[src/hw/power_mode_pkg.sv]
package power_mode_pkg;

   // ----------------------------------------------------------------
   // Register map (byte addresses, one word each)
   // ----------------------------------------------------------------
   localparam int         ADR_W          = 4;
   localparam logic [3:0] ADDR_CTRL      = 4'h0;
   localparam logic [3:0] ADDR_WAKE_CFG  = 4'h4;
   localparam logic [3:0] ADDR_STATUS    = 4'h8;

   // ----------------------------------------------------------------
   // Field positions
   // ----------------------------------------------------------------
   localparam int HIGH_OSC_STOP_BIT  = 1;
   localparam int SLOW_SEL_BIT       = 2;
   localparam int MODE_LSB           = 3;
   localparam int MODE_MSB           = 4;
   localparam int TZ_EN_BIT          = 0;
   localparam int TC_GREEN_BIT       = 1;
   localparam int STATE_LSB          = 0;
   localparam int STATE_MSB          = 2;
   localparam int PEND_BIT           = 3;
   localparam int TIMER_WAKE_BIT     = 4;

   // ----------------------------------------------------------------
   // Cpu mode field codes
   // ----------------------------------------------------------------
   localparam logic [1:0] CPU_MODE_NORMAL   = 2'h0;
   localparam logic [1:0] CPU_MODE_SLEEP    = 2'h1;
   localparam logic [1:0] CPU_MODE_GREEN    = 2'h2;
   localparam logic [1:0] CPU_MODE_RESERVED = 2'h3;

   // ----------------------------------------------------------------
   // Timing
   // ----------------------------------------------------------------
   localparam int STAB_HOSC_CLOCKS = 2048;
   localparam int LOSC_CPU_DIV     = 4;

   // ----------------------------------------------------------------
   // Types
   // ----------------------------------------------------------------
   typedef enum logic [2:0] {
      ST_NORMAL,
      ST_SLOW,
      ST_GREEN,
      ST_SLEEP,
      ST_WAKE
   } pm_state_e;

   typedef struct packed {
      logic [1:0] cpu_mode;
      logic       slow_clock_select;
      logic       high_osc_stop;
   } osc_ctrl_s;

   typedef struct packed {
      logic timer_zero_enable;
      logic timer_counter_green_enable;
   } wake_cfg_s;

   localparam osc_ctrl_s OSC_CTRL_RESET = '{CPU_MODE_NORMAL, 1'b0, 1'b0};
   localparam wake_cfg_s WAKE_CFG_RESET = '{1'b0, 1'b0};

endpackage

[src/hw/power_mode_wakeup_control.sv]
`timescale 1ns/10ps
module power_mode_wakeup_control
   import power_mode_pkg::*;
#(
   parameter int P0_W         = 8,
   parameter int P1_W         = 8,
   parameter bit WDT_ALWAYS_ON = 1'b0
) (
   // Clock and reset
   input  wire logic             clk_i,
   input  wire logic             rst_i,
   // Wishbone slave
   input  wire logic             cyc_i,
   input  wire logic             stb_i,
   input  wire logic             we_i,
   input  wire logic [ADR_W-1:0] adr_i,
   input  wire logic [3:0]       sel_i,
   input  wire logic [31:0]      dat_i,
   output logic [31:0]           dat_o,
   output logic                  ack_o,
   // Cpu core
   input  wire logic             instr_done_i,
   output logic                  cpu_run_o,
   output logic                  instr_strobe_o,
   // Wakeup pins and timers
   input  wire logic [P0_W-1:0]  port_zero_i,
   input  wire logic [P1_W-1:0]  port_one_i,
   input  wire logic             timer_zero_evt_i,
   input  wire logic             timer_counter_zero_evt_i,
   // Oscillators
   input  wire logic             high_osc_clk_i,
   input  wire logic             low_osc_clk_i,
   output logic                  high_osc_en_o,
   output logic                  low_osc_en_o,
   output logic                  slow_clock_o,
   output logic                  watchdog_en_o
);

   if (P0_W < 1 || P1_W < 1) begin : g_bad_width
      $error("port widths must be at least one");
   end

   // ----------------------------------------------------------------
   // Wakeup pin synchronisers and change detect
   // ----------------------------------------------------------------
   localparam int PW = P0_W + P1_W;

   logic [PW-1:0] pin_meta;
   logic [PW-1:0] pin_sync;
   logic [PW-1:0] pin_prev;
   logic          pin_ready;
   logic          pin_change;

   always_ff @(posedge clk_i) begin
      if (rst_i) begin
         pin_meta  <= '0;
         pin_sync  <= '0;
         pin_prev  <= '0;
         pin_ready <= 1'b0;
      end else begin
         pin_meta  <= {port_one_i, port_zero_i};
         pin_sync  <= pin_meta;
         pin_prev  <= pin_sync;
         pin_ready <= 1'b1;
      end
   end

   // Both ports count, any edge; compare opens one cycle after reset, while prev still holds the reset zeros
   assign pin_change = pin_ready & (|(pin_sync ^ pin_prev));

   // ----------------------------------------------------------------
   // Oscillator tick counters
   // ----------------------------------------------------------------
   pm_state_e state;
   logic      hosc_edge;
   logic      stab_done;
   logic      losc_cpu_tick;

   tick_counter #(
      .LIMIT  (STAB_HOSC_CLOCKS),
      .RELOAD (1'b0)
   ) u_stab (
      .clk_i  (clk_i),
      .rst_i  (rst_i),
      .tick_i (high_osc_clk_i),
      .en_i   (state == ST_WAKE),
      .edge_o (hosc_edge),
      .done_o (stab_done)
   );

   tick_counter #(
      .LIMIT  (LOSC_CPU_DIV),
      .RELOAD (1'b1)
   ) u_losc_div (
      .clk_i  (clk_i),
      .rst_i  (rst_i),
      .tick_i (low_osc_clk_i),
      .en_i   (state == ST_SLOW),
      .edge_o (),
      .done_o (losc_cpu_tick)
   );

   // ----------------------------------------------------------------
   // Wishbone slave
   // ----------------------------------------------------------------
   osc_ctrl_s   ctrl;
   wake_cfg_s   wcfg;
   logic [1:0]  pend_mode;
   logic        pend_valid;
   logic        timer_woke;
   logic [31:0] next_dat;
   logic        next_ack;
   logic        wr_take;

   // A write lands on the edge that samples ack high
   assign wr_take = ack_o & cyc_i & stb_i & we_i & sel_i[0];

   always_comb begin
      next_ack = cyc_i & stb_i & ~ack_o;
      next_dat = 32'h0;
      unique case (adr_i)
         ADDR_CTRL: begin
            next_dat[MODE_MSB:MODE_LSB]  = ctrl.cpu_mode;
            next_dat[SLOW_SEL_BIT]       = ctrl.slow_clock_select;
            next_dat[HIGH_OSC_STOP_BIT]  = ctrl.high_osc_stop;
         end
         ADDR_WAKE_CFG: begin
            next_dat[TZ_EN_BIT]    = wcfg.timer_zero_enable;
            next_dat[TC_GREEN_BIT] = wcfg.timer_counter_green_enable;
         end
         ADDR_STATUS: begin
            next_dat[STATE_MSB:STATE_LSB] = state;
            next_dat[PEND_BIT]            = pend_valid;
            next_dat[TIMER_WAKE_BIT]      = timer_woke;
         end
         default: begin
            next_dat = 32'h0;
         end
      endcase
   end

   always_ff @(posedge clk_i) begin
      if (rst_i) begin
         ack_o <= 1'b0;
         dat_o <= 32'h0;
      end else begin
         ack_o <= next_ack;
         dat_o <= next_dat;
      end
   end

   // ----------------------------------------------------------------
   // Mode state machine and control bits
   // ----------------------------------------------------------------
   pm_state_e  next_state;
   osc_ctrl_s  next_ctrl;
   wake_cfg_s  next_wcfg;
   logic [1:0] next_pend_mode;
   logic       next_pend_valid;
   logic       green_from_slow;
   logic       next_green_from_slow;
   logic       next_timer_woke;
   logic       timer_wake;
   logic [1:0] wr_mode;

   assign wr_mode    = dat_i[MODE_MSB:MODE_LSB];
   assign timer_wake = (wcfg.timer_zero_enable & timer_zero_evt_i)
                     | (wcfg.timer_counter_green_enable & timer_counter_zero_evt_i);

   always_comb begin
      next_state           = state;
      next_ctrl            = ctrl;
      next_wcfg            = wcfg;
      next_pend_mode       = pend_mode;
      next_pend_valid      = pend_valid;
      next_green_from_slow = green_from_slow;
      next_timer_woke      = timer_woke;

      unique case (state)
         ST_NORMAL, ST_SLOW: begin
            // Mode change waits for the writing instruction to retire
            if (pend_valid && instr_done_i) begin
               next_pend_valid    = 1'b0;
               next_ctrl.cpu_mode = pend_mode;
               if (pend_mode == CPU_MODE_SLEEP) begin
                  next_state = ST_SLEEP;
               end else if (pend_mode == CPU_MODE_GREEN) begin
                  next_state           = ST_GREEN;
                  next_green_from_slow = (state == ST_SLOW);
               end
            end
            if (next_state == state) begin
               if (state == ST_NORMAL && ctrl.slow_clock_select) begin
                  next_state = ST_SLOW;
               end else if (state == ST_SLOW && !ctrl.slow_clock_select
                            && !ctrl.high_osc_stop) begin
                  // A stopped oscillator keeps the system slow
                  next_state = ST_NORMAL;
               end
            end
         end
         ST_GREEN: begin
            // Pin change or enabled timer; reset is the synchronous clear
            if (pin_change || timer_wake) begin
               next_state         = green_from_slow ? ST_SLOW : ST_NORMAL;
               next_ctrl.cpu_mode = CPU_MODE_NORMAL;
               next_timer_woke    = timer_wake & ~pin_change;
            end
         end
         ST_SLEEP: begin
            // Timers are ignored here on purpose
            if (pin_change) begin
               next_state                   = ST_WAKE;
               next_ctrl.cpu_mode           = CPU_MODE_NORMAL;
               next_ctrl.slow_clock_select  = 1'b0;
               next_ctrl.high_osc_stop      = 1'b0;
               next_timer_woke              = 1'b0;
            end
         end
         ST_WAKE: begin
            if (stab_done) begin
               next_state = ST_NORMAL;
            end
         end
      endcase

      // Register writes; a new write beats an apply in the same cycle
      if (wr_take && adr_i == ADDR_CTRL) begin
         next_ctrl.slow_clock_select = dat_i[SLOW_SEL_BIT];
         next_ctrl.high_osc_stop     = dat_i[HIGH_OSC_STOP_BIT];
         if (wr_mode != CPU_MODE_RESERVED && wr_mode != ctrl.cpu_mode) begin
            next_pend_mode  = wr_mode;
            next_pend_valid = 1'b1;
         end
      end
      if (wr_take && adr_i == ADDR_WAKE_CFG) begin
         next_wcfg.timer_zero_enable          = dat_i[TZ_EN_BIT];
         next_wcfg.timer_counter_green_enable = dat_i[TC_GREEN_BIT];
      end
   end

   always_ff @(posedge clk_i) begin
      if (rst_i) begin
         state           <= ST_NORMAL;
         ctrl            <= OSC_CTRL_RESET;
         wcfg            <= WAKE_CFG_RESET;
         pend_mode       <= CPU_MODE_NORMAL;
         pend_valid      <= 1'b0;
         green_from_slow <= 1'b0;
         timer_woke      <= 1'b0;
      end else begin
         state           <= next_state;
         ctrl            <= next_ctrl;
         wcfg            <= next_wcfg;
         pend_mode       <= next_pend_mode;
         pend_valid      <= next_pend_valid;
         green_from_slow <= next_green_from_slow;
         timer_woke      <= next_timer_woke;
      end
   end

   // ----------------------------------------------------------------
   // Clock and execution outputs
   // ----------------------------------------------------------------
   logic next_high_en;
   logic next_low_en;
   logic next_slow_clk;
   logic next_run;
   logic next_strobe;

   always_comb begin
      next_high_en  = 1'b1;
      next_low_en   = 1'b1;
      next_slow_clk = 1'b0;
      next_run      = 1'b0;
      next_strobe   = 1'b0;
      unique case (next_state)
         ST_NORMAL: begin
            next_run    = 1'b1;
            next_strobe = hosc_edge;
         end
         ST_SLOW: begin
            next_high_en  = ~next_ctrl.high_osc_stop;
            next_slow_clk = 1'b1;
            next_run      = 1'b1;
            next_strobe   = losc_cpu_tick;
         end
         ST_GREEN: begin
            next_high_en  = ~next_ctrl.high_osc_stop;
            next_slow_clk = next_green_from_slow;
         end
         ST_SLEEP: begin
            next_high_en = 1'b0;
            next_low_en  = 1'b0;
         end
         ST_WAKE: begin
            next_low_en = 1'b0;
         end
      endcase
   end

   always_ff @(posedge clk_i) begin
      if (rst_i) begin
         high_osc_en_o  <= 1'b1;
         low_osc_en_o   <= 1'b1;
         slow_clock_o   <= 1'b0;
         cpu_run_o      <= 1'b1;
         instr_strobe_o <= 1'b0;
         watchdog_en_o  <= WDT_ALWAYS_ON;
      end else begin
         high_osc_en_o  <= next_high_en;
         low_osc_en_o   <= next_low_en;
         slow_clock_o   <= next_slow_clk;
         cpu_run_o      <= next_run;
         instr_strobe_o <= next_strobe;
         // Build option only, never the state
         watchdog_en_o  <= WDT_ALWAYS_ON;
      end
   end

endmodule

[src/hw/tick_counter.sv]
`timescale 1ns/10ps
module tick_counter #(
   parameter int LIMIT  = 4,
   parameter bit RELOAD = 1'b1
) (
   // Clock and reset
   input  wire logic clk_i,
   input  wire logic rst_i,
   // Pin tick and control
   input  wire logic tick_i,
   input  wire logic en_i,
   // Results
   output logic      edge_o,
   output logic      done_o
);

   localparam int CW = $clog2(LIMIT + 1);
   localparam logic [CW-1:0] LAST = CW'(LIMIT);
   localparam logic [CW-1:0] ONE  = CW'(1);

   if (LIMIT < 1) begin : g_bad_limit
      $error("tick_counter LIMIT must be at least one");
   end

   logic          meta;
   logic          sync;
   logic          prev;
   logic [CW-1:0] cnt;
   logic [CW-1:0] next_cnt;
   logic          next_done;
   logic          rise;

   assign rise   = sync & ~prev;
   assign edge_o = rise;

   always_comb begin
      next_cnt  = cnt;
      next_done = 1'b0;
      if (!en_i) begin
         next_cnt = '0;
      end else if (rise) begin
         if (cnt + ONE == LAST) begin
            next_done = 1'b1;
            next_cnt  = RELOAD ? '0 : LAST;
         end else if (cnt != LAST) begin
            next_cnt = cnt + ONE;
         end
      end
      // Hold mode keeps done up until the enable drops
      if (!RELOAD && en_i && cnt == LAST) begin
         next_done = 1'b1;
      end
   end

   always_ff @(posedge clk_i) begin
      if (rst_i) begin
         meta   <= 1'b0;
         sync   <= 1'b0;
         prev   <= 1'b0;
         cnt    <= '0;
         done_o <= 1'b0;
      end else begin
         meta   <= tick_i;
         sync   <= meta;
         prev   <= sync;
         cnt    <= next_cnt;
         done_o <= next_done;
      end
   end

endmodule

[config.mk]
export PLATFORM = sky130hd
export DESIGN_NAME = power_mode_wakeup_control
export DESIGN_NICKNAME = d
export VERILOG_FILES = /design/src/hw/power_mode_pkg.sv /design/src/hw/power_mode_wakeup_control.sv /design/src/hw/tick_counter.sv
export SDC_FILE = /design/constraint.sdc
export NUM_CORES = 1
export LEC_CHECK = 0
export BUFFER_PORTS_ARGS = -buffer_cell sky130_fd_sc_hd__buf_2
export CORE_MARGIN = 2
export CORE_UTILIZATION = 25
export CTS_CLUSTER_SIZE = 24
export DETAILED_ROUTE_END_ITERATION = 12
export GPL_TIMING_DRIVEN = 0
export SYNTH_ARGS = -nofsm -noshare
export SYNTH_HDL_FRONTEND = slang
export SYNTH_SLANG_ARGS = --single-unit
[constraint.sdc]
create_clock -name clk_i -period 2.4 [get_ports clk_i]
set_input_delay 0.24 -clock clk_i [delete_from_list [all_inputs] [get_ports clk_i]]
set_output_delay 0.24 -clock clk_i [all_outputs]
set_load 0.02 [all_outputs]
== After elaboration in Yosys (flattened, before gate mapping) ==
Cells that the tools add are included.

* $add $sub $neg: 2
* Multiply operators: 0
* Divide/modulo/power cells: 0
* Magnitude comparators: 0
* Eq/ne operators: 23
* Shift operators: 0
* Multiplexer cells: 47
* Bitwise operators: 22
* Reductions and logical operators: 34

{| class="wikitable"
|+ Operator list
! cell !! number
|-
| $mux W3 || 12
|-
| $eq A12 B12 Y1 const B || 2
|-
| $mux W12 || 2
|-
| $mux W1 || 19
|-
| $reduce_or A16 Y1 || 1
|-
| $xor A16 B16 Y16 || 1
|-
| $add A12 B1 Y12 const B || 1
|-
| $and A1 B1 Y1 || 12
|-
| $eq A3 B2 Y1 const B || 4
|-
| $ne A12 B12 Y1 const B || 1
|-
| $pmux W3 S4 || 1
|-
| $reduce_or A2 Y1 || 6
|-
| $pmux W1 S2 || 5
|-
| $reduce_bool A2 Y1 || 5
|-
| $eq A3 B3 Y1 const B || 3
|-
| $logic_and A1 B1 Y1 || 8
|-
| $mux W2 || 4
|-
| $ne A2 B2 Y1 const B || 4
|-
| $not A1 Y1 || 8
|-
| $reduce_and A2 Y1 || 4
|-
| $eq A3 B1 Y1 const B || 2
|-
| $logic_not A3 Y1 || 2
|-
| $pmux W2 S3 || 1
|-
| $pmux W3 S2 || 1
|-
| other kinds (18) || 19
|}

* Flip-flop bits (word level): 124
* Latch bits: 0
* Memory bits (writable): 0
* Bits in read-only memories: 0
* Bits of input ports: 66
* Output and inout port bits: 39
* Memories kept: 0

== Logic depth before layout (Yosys ltp) ==
Gate-level depths: netlist of run 1.

* Depth after elaboration: 12
* Mapped depth: 7
* Depth with buffers taken out: 7

== Hierarchy ==
From an unflattened synthesis of run 1, not the netlist that was laid out.

* Cells, all modules: 421
* Area, all modules: 4073.9 µm²

{| class="wikitable"
|+ By module, submodules not included
! module !! instances !! cells each !! area each (µm²)
|-
| power_mode_wakeup_control || 1 || 294 || 2876.5
|-
| tick_counter at u_stab || 1 || 91 || 849.6
|-
| tick_counter at u_losc_div || 1 || 36 || 347.8
|}

== Worst setup path before layout of run 1 ==
OpenSTA, ideal clock, no wires.

* Path kind: flip-flop to flip-flop
* Start point: register ack_o
* End point: register pend_mode[0]
* Setup time: 128 ps
* Arrival time: 1773 ps
* Path slack: 499 ps
* Stages on the path, launching flop included: 7
* Path buffers: 0
* Cell sequence: dfxtp_1 nand3_1 or4_1 or3_4 nor2_1 mux2i_1 nor2_1

* Cells in the longest elaborated chain, start to end: 6

{| class="wikitable"
|+ Ends and longest elaborated chain
! element !! RTL line !! source
|-
| start, declared || power_mode_wakeup_control.sv:20 || <nowiki>output logic ack_o,</nowiki>
|-
| start signal, assigned || power_mode_wakeup_control.sv:147 || <nowiki>ack_o <= next_ack;</nowiki>
|-
| $and A1 B1 Y1 (4 in a row) || power_mode_wakeup_control.sv:116 || <nowiki>assign wr_take = ack_o & cyc_i & stb_i & we_i & sel_i[0];</nowiki>
|-
| $logic_and A1 B1 Y1 || power_mode_wakeup_control.sv:228 || <nowiki>if (wr_take && adr_i == ADDR_CTRL) begin</nowiki>
|-
| $reduce_and A2 Y1 (no source line) || -- ||
|-
| end signal, assigned || power_mode_wakeup_control.sv:255 || <nowiki>pend_mode <= next_pend_mode;</nowiki>
|-
| end, declared || power_mode_wakeup_control.sv:108 || <nowiki>logic [1:0] pend_mode;</nowiki>
|}

Every way passes these cells.
A chain may end at the register's enable or synchronous reset.

== Final worst setup path of run 1 ==
* Start point: register pin_prev[3]
* End point: register high_osc_en_o

* Cells in the longest elaborated chain, start to end: 9
* Elaborated cells between the ends (all ways): 16

{| class="wikitable"
|+ Ends and longest elaborated chain
! element !! RTL line !! source
|-
| start, declared || power_mode_wakeup_control.sv:50 || <nowiki>logic [PW-1:0] pin_prev;</nowiki>
|-
| start signal, assigned || power_mode_wakeup_control.sv:63 || <nowiki>pin_prev <= pin_sync;</nowiki>
|-
| $xor A16 B16 Y16 (*) || power_mode_wakeup_control.sv:69 || <nowiki>assign pin_change = pin_ready & (|(pin_sync ^ pin_prev));</nowiki>
|-
| $reduce_or A16 Y1 (*) || power_mode_wakeup_control.sv:69 ||
|-
| $and A1 B1 Y1 (*) || power_mode_wakeup_control.sv:69 ||
|-
| $logic_or A1 B1 Y1 || power_mode_wakeup_control.sv:204 || <nowiki>if (pin_change || timer_wake) begin</nowiki>
|-
| $mux W3 || power_mode_wakeup_control.sv:204 ||
|-
| $pmux W3 S4 || power_mode_wakeup_control.sv:179 || <nowiki>unique case (state)</nowiki>
|-
| $eq A3 B1 Y1 or $eq A3 B2 Y1 (tied branches) || power_mode_wakeup_control.sv:277 || <nowiki>unique case (next_state)</nowiki>
|-
| $reduce_or A2 Y1 (no source line) || -- ||
|-
| $pmux W1 S2 (*) || power_mode_wakeup_control.sv:277 ||
|-
| end signal, assigned || power_mode_wakeup_control.sv:311 || <nowiki>high_osc_en_o <= next_high_en;</nowiki>
|-
| end, declared || power_mode_wakeup_control.sv:33 || <nowiki>output logic high_osc_en_o,</nowiki>
|}

Every way passes the cells marked *; elsewhere a longest branch is shown, timed or not. The select of a mux whose other input is x is not followed.

==> implementation parameters, run 1 <==
Parameter                              Value

Outcome
  Outcome    complete, no violations

Logic synthesis
  Post-synthesis async set-or-reset flop share    0%
  Syn Area/Cell    9.56 um2
  Most used flip-flop cell after synthesis    dfxtp_1
  Yosys warnings    0
  Part of the Yosys area used for sequential elements    approximately 49%
  Synthesized netlist cell count    about 410
  Count of state elements after synthesis    97
  Count of flip-flops with a built-in enable after synthesis    0
  Number of different library cells in the post-synthesis netlist    55
  Mapped Area    0.00393 mm2

CTS
  Number of hold-repair buffers added at the cts stage    0
  Clk root buf    clkbuf_16
  Sinks on Clock Net    between 90 and 100
  Clock latency of the later-clocked register in the worst-skew pair    0.35 ns
  H-tree lvl count    3
  Number of instances resized during post-cts repair    0
  Post-CTS Setup Inserts    0
  Clock tree from TritonCTS    done
  Max clock buf depth    2
  Register clock-pin slew on the reported worst setup and hold paths    approximately 0.070 ns
  Total clock buffers created by CTS    9

Floorplanning
  Vert. Die Dim    around 130 um
  Number of placement rows    between 40 and 50
  Die footprint    between 0.015 and 0.02 mm2
  Horizontal die dimension    approximately 130 um
  Count of pins on the block boundary    roughly 110
  Initial cell density of the core    approximately a quarter
  Floorplan Core Area    about 0.015 mm2

Placed design
  HPWL after detailed placement    approximately 5700 um
  Weighted congestion reported at the end of routability-driven placement    0.804
  Pre-CTS worst setup slack    roughly 0.29 ns
  Count of port buffers added during placement    44

Critical path
  Category of the worst setup path capture point    flop
  Maximum net fanout on the critical path    6
  Path type of the worst setup path    flop to flop
  Critical path startpoint category    flop
  Data required time of the critical path    between 2 and 3 ns
  Data arrival time of the critical path    2.31 ns

STA
  Minimum clock period after layout    approximately 2.1 ns
  Final WS setup    approximately 0.30 ns
  Max-slew headroom at the worst pin    64.0%
  TNS Setup    0 ns
  Hold violation count in the final report    0
  Share of the clock period used by the worst path    a little under 90%
  Number of pins exceeding their max-slew limit in the final report    0
  Layout Skew    roughly 0.0085 ns
  Setup repair after global routing missed its margin    false
  Upper clock frequency limit    between 0.4 and 0.5 GHz
  Setup violators final    0
  Worst Max-Slew Pin Slew    ~0.54 ns

Layout
  Area delta synth->final    21.7%
  Diode count    0
  Commonest cells after routing, fill and taps aside    dfxtp_1 (97), nor2b_1 (59), buf_2 (44), nor2_1 (34), buf_4 (29)
  Number of nets in the final layout    approximately 570
  Most frequent standard cell in the layout excluding fill and tap cells    dfxtp_1
  Fraction of final layout cells with drive strength greater than 1    approximately a fifth

Detailed routing
  Total wire length    around 7700 um
  Residual antenna-violating net count after detailed routing    0
  Remaining DRCs    0
  Routed len/inst    about 11 um
  Number of vias in the routed layout    roughly 2900
  Drt first pass iters    4
  Number of DRC violations after detailed-routing iteration 0    ~100
  Vias per inst    between 4 and 5

Power
  Worst VDD drop    between 200 and 300 uV
  Leakage power summed over all cells    about 1.9 nW
  Power density over the cells    roughly 660 mW/mm2

Global route
  Overflow left after global routing    0
  Global-route wire length before repair    roughly 13000 um
  Initial antenna violation count    0
  Largest net degree at the start of global routing    17
  Via count of the first global-routing pass    2714
  Overall track demand over capacity in global routing    about a tenth

Min path
  Worst hold-check path type    primary input to flop

Run
  Max Cap Viol    0
cells in the mapped netlist, types with 3 or more instances:
cell type	instances	area, um2
inv_1	10	37.5
dfxtp_1	97	1940
nor2_1	34	128
nand3_1	16	80.1
nand2_1	22	82.6
nand4_1	7	43.8
nor2b_1	59	369
nor4_1	4	25.0
xor2_1	9	78.8
xnor2_1	17	149
and4_1	3	26.3
a21oi_1	19	95.1
o21ai_0	8	40.0
clkbuf_1	10	37.5
buf_4	29	218
ha_1	6	75.1
mux2i_1	10	100
nor3_1	7	35.0
and3_1	4	25.0
metrics by stage:
stage	instances	cell area [um2]	power [mW]	hold slack [ns]	util (%)
4_1_cts	707	4780	3.22	0.0912	31.3
3_3_place_gp	693	4520	1.90	0.418	29.6
3_5_place_dp	693	4520	1.91	0.421	29.6
6_report	707	4780	3.18	0.0941	31.3
5_1_grt	707	4780	3.30	0.0925	31.3
2_1_floorplan	438	4030	1.85	0.318	-
path summary, 6_finish.rpt:
path / slack [ns] / endpoint / cells after the start / start
worst max-delay path: 0.30 / high_osc_en_o$_SDFF_PP1_ / 6 / pin_prev[3]$_SDFF_PP0_
worst min-delay path: 0.09 / dat_o[1]$_SDFF_PP0_ / 2 / adr_i[0]
worst max register to register: 0.30 / high_osc_en_o$_SDFF_PP1_ / 6 / pin_prev[3]$_SDFF_PP0_
worst min register to register: 0.43 / pin_sync[5]$_SDFF_PP0_ / 1 / pin_meta[5]$_SDFF_PP0_
worst max-delay path, stage by stage, from the launching register on:
cell and delay, ns:
dfxtp_1 0.31, xnor2_1 0.18, nand4_1 0.16, o41a_1 0.54, a21o_1 0.27, a2111oi_0 0.37
nand2_1 0.13
kinds of logic after synthesis:
logic type | share of synthesized area [%]
mux | 3.12
buf+inv | 7.93
other cells | 0.0954
xor+xnor | 5.79
simple gates | 24.0
fa+ha+maj | 1.91
compound gates | 7.74
flops | 49.4
routing by layer:
| layer | global-route usage, % | vias up | part of all wire, % |
|---|---|---|---|
| li1 | - | 1492 | - |
| met1 | 12.4 | 1302 | 48 |
| met2 | 15.2 | 76 | 45 |
| met3 | 2.19 | 10 | 4.6 |
| met4 | 4.22 | 0 | 1.7 |
| met5 | 0 | - | 0 |
flip-flops by register name, summed over array words and instances (netlist names), 2 cells and up:
signal	flops
ctrl	4
dat_o	5
pend_mode	2
pin_meta	16
pin_prev	16
pin_sync	16
state	3
u_losc_div.cnt	3
u_stab.cnt	12
wcfg	2
where the power goes:
group          internal, mW  switching [mW]  leakage, nW
Clock                 0.701           0.611        0.128
Combinational        0.0949           0.112        0.966
Sequential             1.65          0.0140        0.791
Total                  2.44           0.737         1.89
final cells by class:
cell class / instances / area (um2)
clock buffer: 9 / 225
fill: 1595 / 10500
inverter: 11 / 41.3
timing repair buffer: 44 / 220
buffer: 41 / 270
tap: 211 / 264
multi-input combinational: 289 / 1780
sequential: 97 / 1940
clock inverter: 5 / 42.5
No activity file was read; power rests on OpenSTA's default activity.
==> inputs of run 2 (changes only) <==
Settings changed: ABC_AREA set to 1, ABC_CLOCK_PERIOD_IN_PS set to 2400.
==> implementation parameters, run 2 <==
Parameter                              Value

Layout
  Area delta synth->final    21.5%
  Number of nets in the final layout    752 (+33%)
  Sequential cell area    0.00194 mm2 (unchanged)
  Fraction of final layout cells with drive strength greater than 1    15.6% (-3.9 points)
  Top Registers    pin_meta x16, pin_prev x16, pin_sync x16
  Area of combinational cells with multiple inputs    0.00167 mm2 (-6.0%)
  # fillers    1784 (+12%)
  Most frequent standard cell in the layout excluding fill and tap cells    inv_1
  End-of-flow core utilization    31.1% (-0.28 points)
  Commonest cells after routing, fill and taps aside    inv_1 (115), nand2_1 (114), nor2_1 (109), dfxtp_1 (97), buf_2 (47)

Critical path
  Reg-to-reg setup timing slack    0.53 ns (+0.23 ns)
  Data arrival time of the critical path    2.10 ns (-0.21 ns)
  RR Endpoint    instr_strobe_o$_SDFF_PP0_
  Path depth of the worst reg2reg path    15 (+9)
  Category of the worst setup path capture point    flop
  Maximum net fanout on the critical path    5 (-1)
  Path type of the worst setup path    flop to flop
  Critical path startpoint category    flop
  Worst setup startpoint    pin_sync[6]$_SDFF_PP0_
  Data required time of the critical path    2.63 ns (+0.02 ns)
  Worst r2r src    pin_sync[6]$_SDFF_PP0_

Placed design
  Weighted congestion reported at the end of routability-driven placement    0.868 (+8.0%)
  Count of port buffers added during placement    45 (+2.3%)
  HPWL after detailed placement    6510 um (+13%)

Power
  Power density over the cells    653 mW/mm2 (-1.8%)
  Worst VDD drop    309 uV (+9.6%)
  Register share of total power    49.6% (-2.6 points)
  Internal Power    2.58 mW (+5.6%)
  Sw frac    23.0% (-0.16 points)
  Combinational share of power    6.7% (+0.2 points)
  Fraction of power consumed by the clock network    43.7% (+2.5 points)
  Leakage power summed over all cells    2.37 nW (+26%)
  Power spent charging and discharging nets    771 uW (+4.7%)
  Total chip power    3.35 mW (+5.4%)

Min path
  HP Start    port_one_i[3]
  Worst hold-check path type    primary input to flop
  Worst hold path endpoint    pin_meta[11]$_SDFF_PP0_
  WHS Path Cells    3 (+1)

Detailed routing
  Number of vias in the routed layout    3440 (+19%)
  Number of DRC violations after detailed-routing iteration 0    211 (+110%)
  Total wire length    8520 um (+11%)
  Remaining DRCs    0 (unchanged)
  Routed len/inst    9.41 um (-13%)
  Vias per inst    3.80 (-6.8%)
  Residual antenna-violating net count after detailed routing    0 (unchanged)
  Drt first pass iters    4 (unchanged)

STA
  Layout Skew    0.00551 ns (-0.00295 ns)
  Number of pins exceeding their max-slew limit in the final report    0 (unchanged)
  TNS Setup    0 ns (unchanged)
  Setup repair after global routing missed its margin    false
  Max-slew headroom at the worst pin    65.8% (+1.7 points)
  Minimum clock period after layout    1.87 ns (-0.230 ns)
  Setup violators final    0 (unchanged)
  Hold violation count in the final report    0 (unchanged)
  Worst Max-Slew Pin Slew    0.510 ns (-0.0299 ns)
  Share of the clock period used by the worst path    78.1% (-9.6 points)
  Upper clock frequency limit    0.534 GHz (+12%)

Global route
  Overflow left after global routing    0 (unchanged)
  Largest net degree at the start of global routing    17 (unchanged)
  Initial antenna violation count    0 (unchanged)
  Global-route wire length before repair    14100 um (+11%)
  Via count of the first global-routing pass    3100 (+14%)
  Overall track demand over capacity in global routing    9.88% (+0.35 points)

CTS
  Clock latency of the later-clocked register in the worst-skew pair    0.34 ns (about the same)
  Sinks on Clock Net    97 (unchanged)
  Clk root buf    clkbuf_16
  Number of hold-repair buffers added at the cts stage    0 (unchanged)
  Number of instances resized during post-cts repair    0 (unchanged)
  Post-CTS Setup Inserts    0 (unchanged)
  Total clock buffers created by CTS    9 (unchanged)
  Register clock-pin slew on the reported worst setup and hold paths    0.07 ns (about the same)
  H-tree lvl count    3 (unchanged)
  Max clock buf depth    2 (unchanged)
  Clock tree from TritonCTS    done

Logic synthesis
  Area leader, netlist    dfxtp_1
  Most used flip-flop cell after synthesis    dfxtp_1
  Area share of the leading cell type in the synthesized netlist    46.0% (-3.5 points)
  Syn Area/Cell    7.08 um2 (-26%)
  Mapped Area    0.00423 mm2 (+7.5%)
  Most frequent cell after synthesis    inv_1
  Count of state elements after synthesis    97 (unchanged)
  Synthesized netlist cell count    597 (+45%)
  Yosys warnings    0 (unchanged)
  Number of different library cells in the post-synthesis netlist    40 (-27%)
  Part of the Yosys area used for sequential elements    46.0% (-3.5 points)
  Main area contributors after synthesis    dfxtp_1 (46%), inv_1 (10%), nand2_1 (10%), nor2_1 (9.7%), buf_4 (5.2%)
  Synth top cells by count    inv_1 (115), nand2_1 (114), nor2_1 (109), dfxtp_1 (97)
  Post-synthesis async set-or-reset flop share    0% (unchanged)
  Count of flip-flops with a built-in enable after synthesis    0 (unchanged)

Floorplanning
  Count of pins on the block boundary    105 (unchanged)
  Vert. Die Dim    134 um (+3.6%)
  Horizontal die dimension    134 um (+3.6%)
  Die footprint    0.0180 mm2 (+7.3%)
  Initial cell density of the core    25.6% (-0.19 points)
  Floorplan Core Area    0.0165 mm2 (+8.3%)
  Number of placement rows    47 (+4.4%)

Outcome
  Outcome    complete, no violations

Run
  Max Cap Viol    0 (unchanged)
## run 2: routing by layer
metal	vias to the layer above	share of wire, %	track usage (%)
met4	0	2.4	5.61
met2	43	47	16.3
li1	1903	-	-
met3	13	4.2	2.34
met5	-	0	0
met1	1481	46	11.8
## run 2: worst max-delay path, stage by stage (launching register included)
cell,delay [ns]
dfxtp_1,0.35
inv_1,0.06
nand2_1,0.05
nand2_1,0.04
nor2_1,0.10
nand2_1,0.07
nor2_1,0.14
nand2_1,0.11
nand2_1,0.16
nand2_1,0.11
o21ai_1,0.16
inv_1,0.11
nand2_1,0.10
nor2_1,0.04
o21ai_1,0.09
nor2_1,0.07
## run 2: how the worst max path moves through the flow
stage                                       endpoint  slack [ns]  cells after the start
final                      instr_strobe_o$_SDFF_PP0_        0.53                     15
after global routing         low_osc_en_o$_SDFF_PP1_        0.23                     15
after CTS                  instr_strobe_o$_SDFF_PP0_        0.49                     15
after detailed placement   instr_strobe_o$_SDFF_PP0_        0.53                     15
after global placement     instr_strobe_o$_SDFF_PP0_        0.54                     15
after floorplan           u_stab.cnt[0]$_SDFFE_PP0P_        0.80                     11
## run 2: final cells by class
type | instances | area share [%]
antenna | 1 | 0.0487
buffer | 38 | 4.95
clock buffer | 11 | 4.73
clock inverter | 5 | 1.19
inverter | 122 | 8.94
multi-input combinational | 367 | 32.6
sequential | 97 | 37.8
tap | 220 | 5.36
timing repair buffer | 45 | 4.39
## run 2: cells by family after synthesis
group	count (synthesis)	synth area share, %
and+or+nand+nor	263	25.4
buffers and inverters	160	16.9
DFF	97	46.0
AOI/OAI and AO/OA	63	8.47
xor gates and xnor gates	7	1.45
adders and majority gates	6	1.78
other	1	0.0888
## run 2: stage by stage
| stage | cells | cell area [um2] | setup slack, ns | hold WS, ns |
|---|---|---|---|---|
| 6_report | 906 | 5130 | 0.526 | 0.0980 |
| 5_1_grt | 905 | 5130 | 0.227 | 0.0998 |
| 4_1_cts | 905 | 5130 | 0.494 | 0.0870 |
| 3_5_place_dp | 889 | 4830 | 0.526 | 0.392 |
| 3_3_place_gp | 889 | 4830 | 0.545 | 0.389 |
| 2_1_floorplan | 624 | 4330 | 0.799 | 0.347 |
## run 2: power by group through the flow
stage          clock, mW  sequential [mW]  combinational [mW]
2_1_floorplan          0             1.70               0.168
3_3_place_gp           0             1.70               0.228
3_5_place_dp           0             1.70               0.229
4_1_cts             1.51             1.66               0.230
5_1_grt             1.57             1.67               0.257
6_report            1.46             1.66               0.226
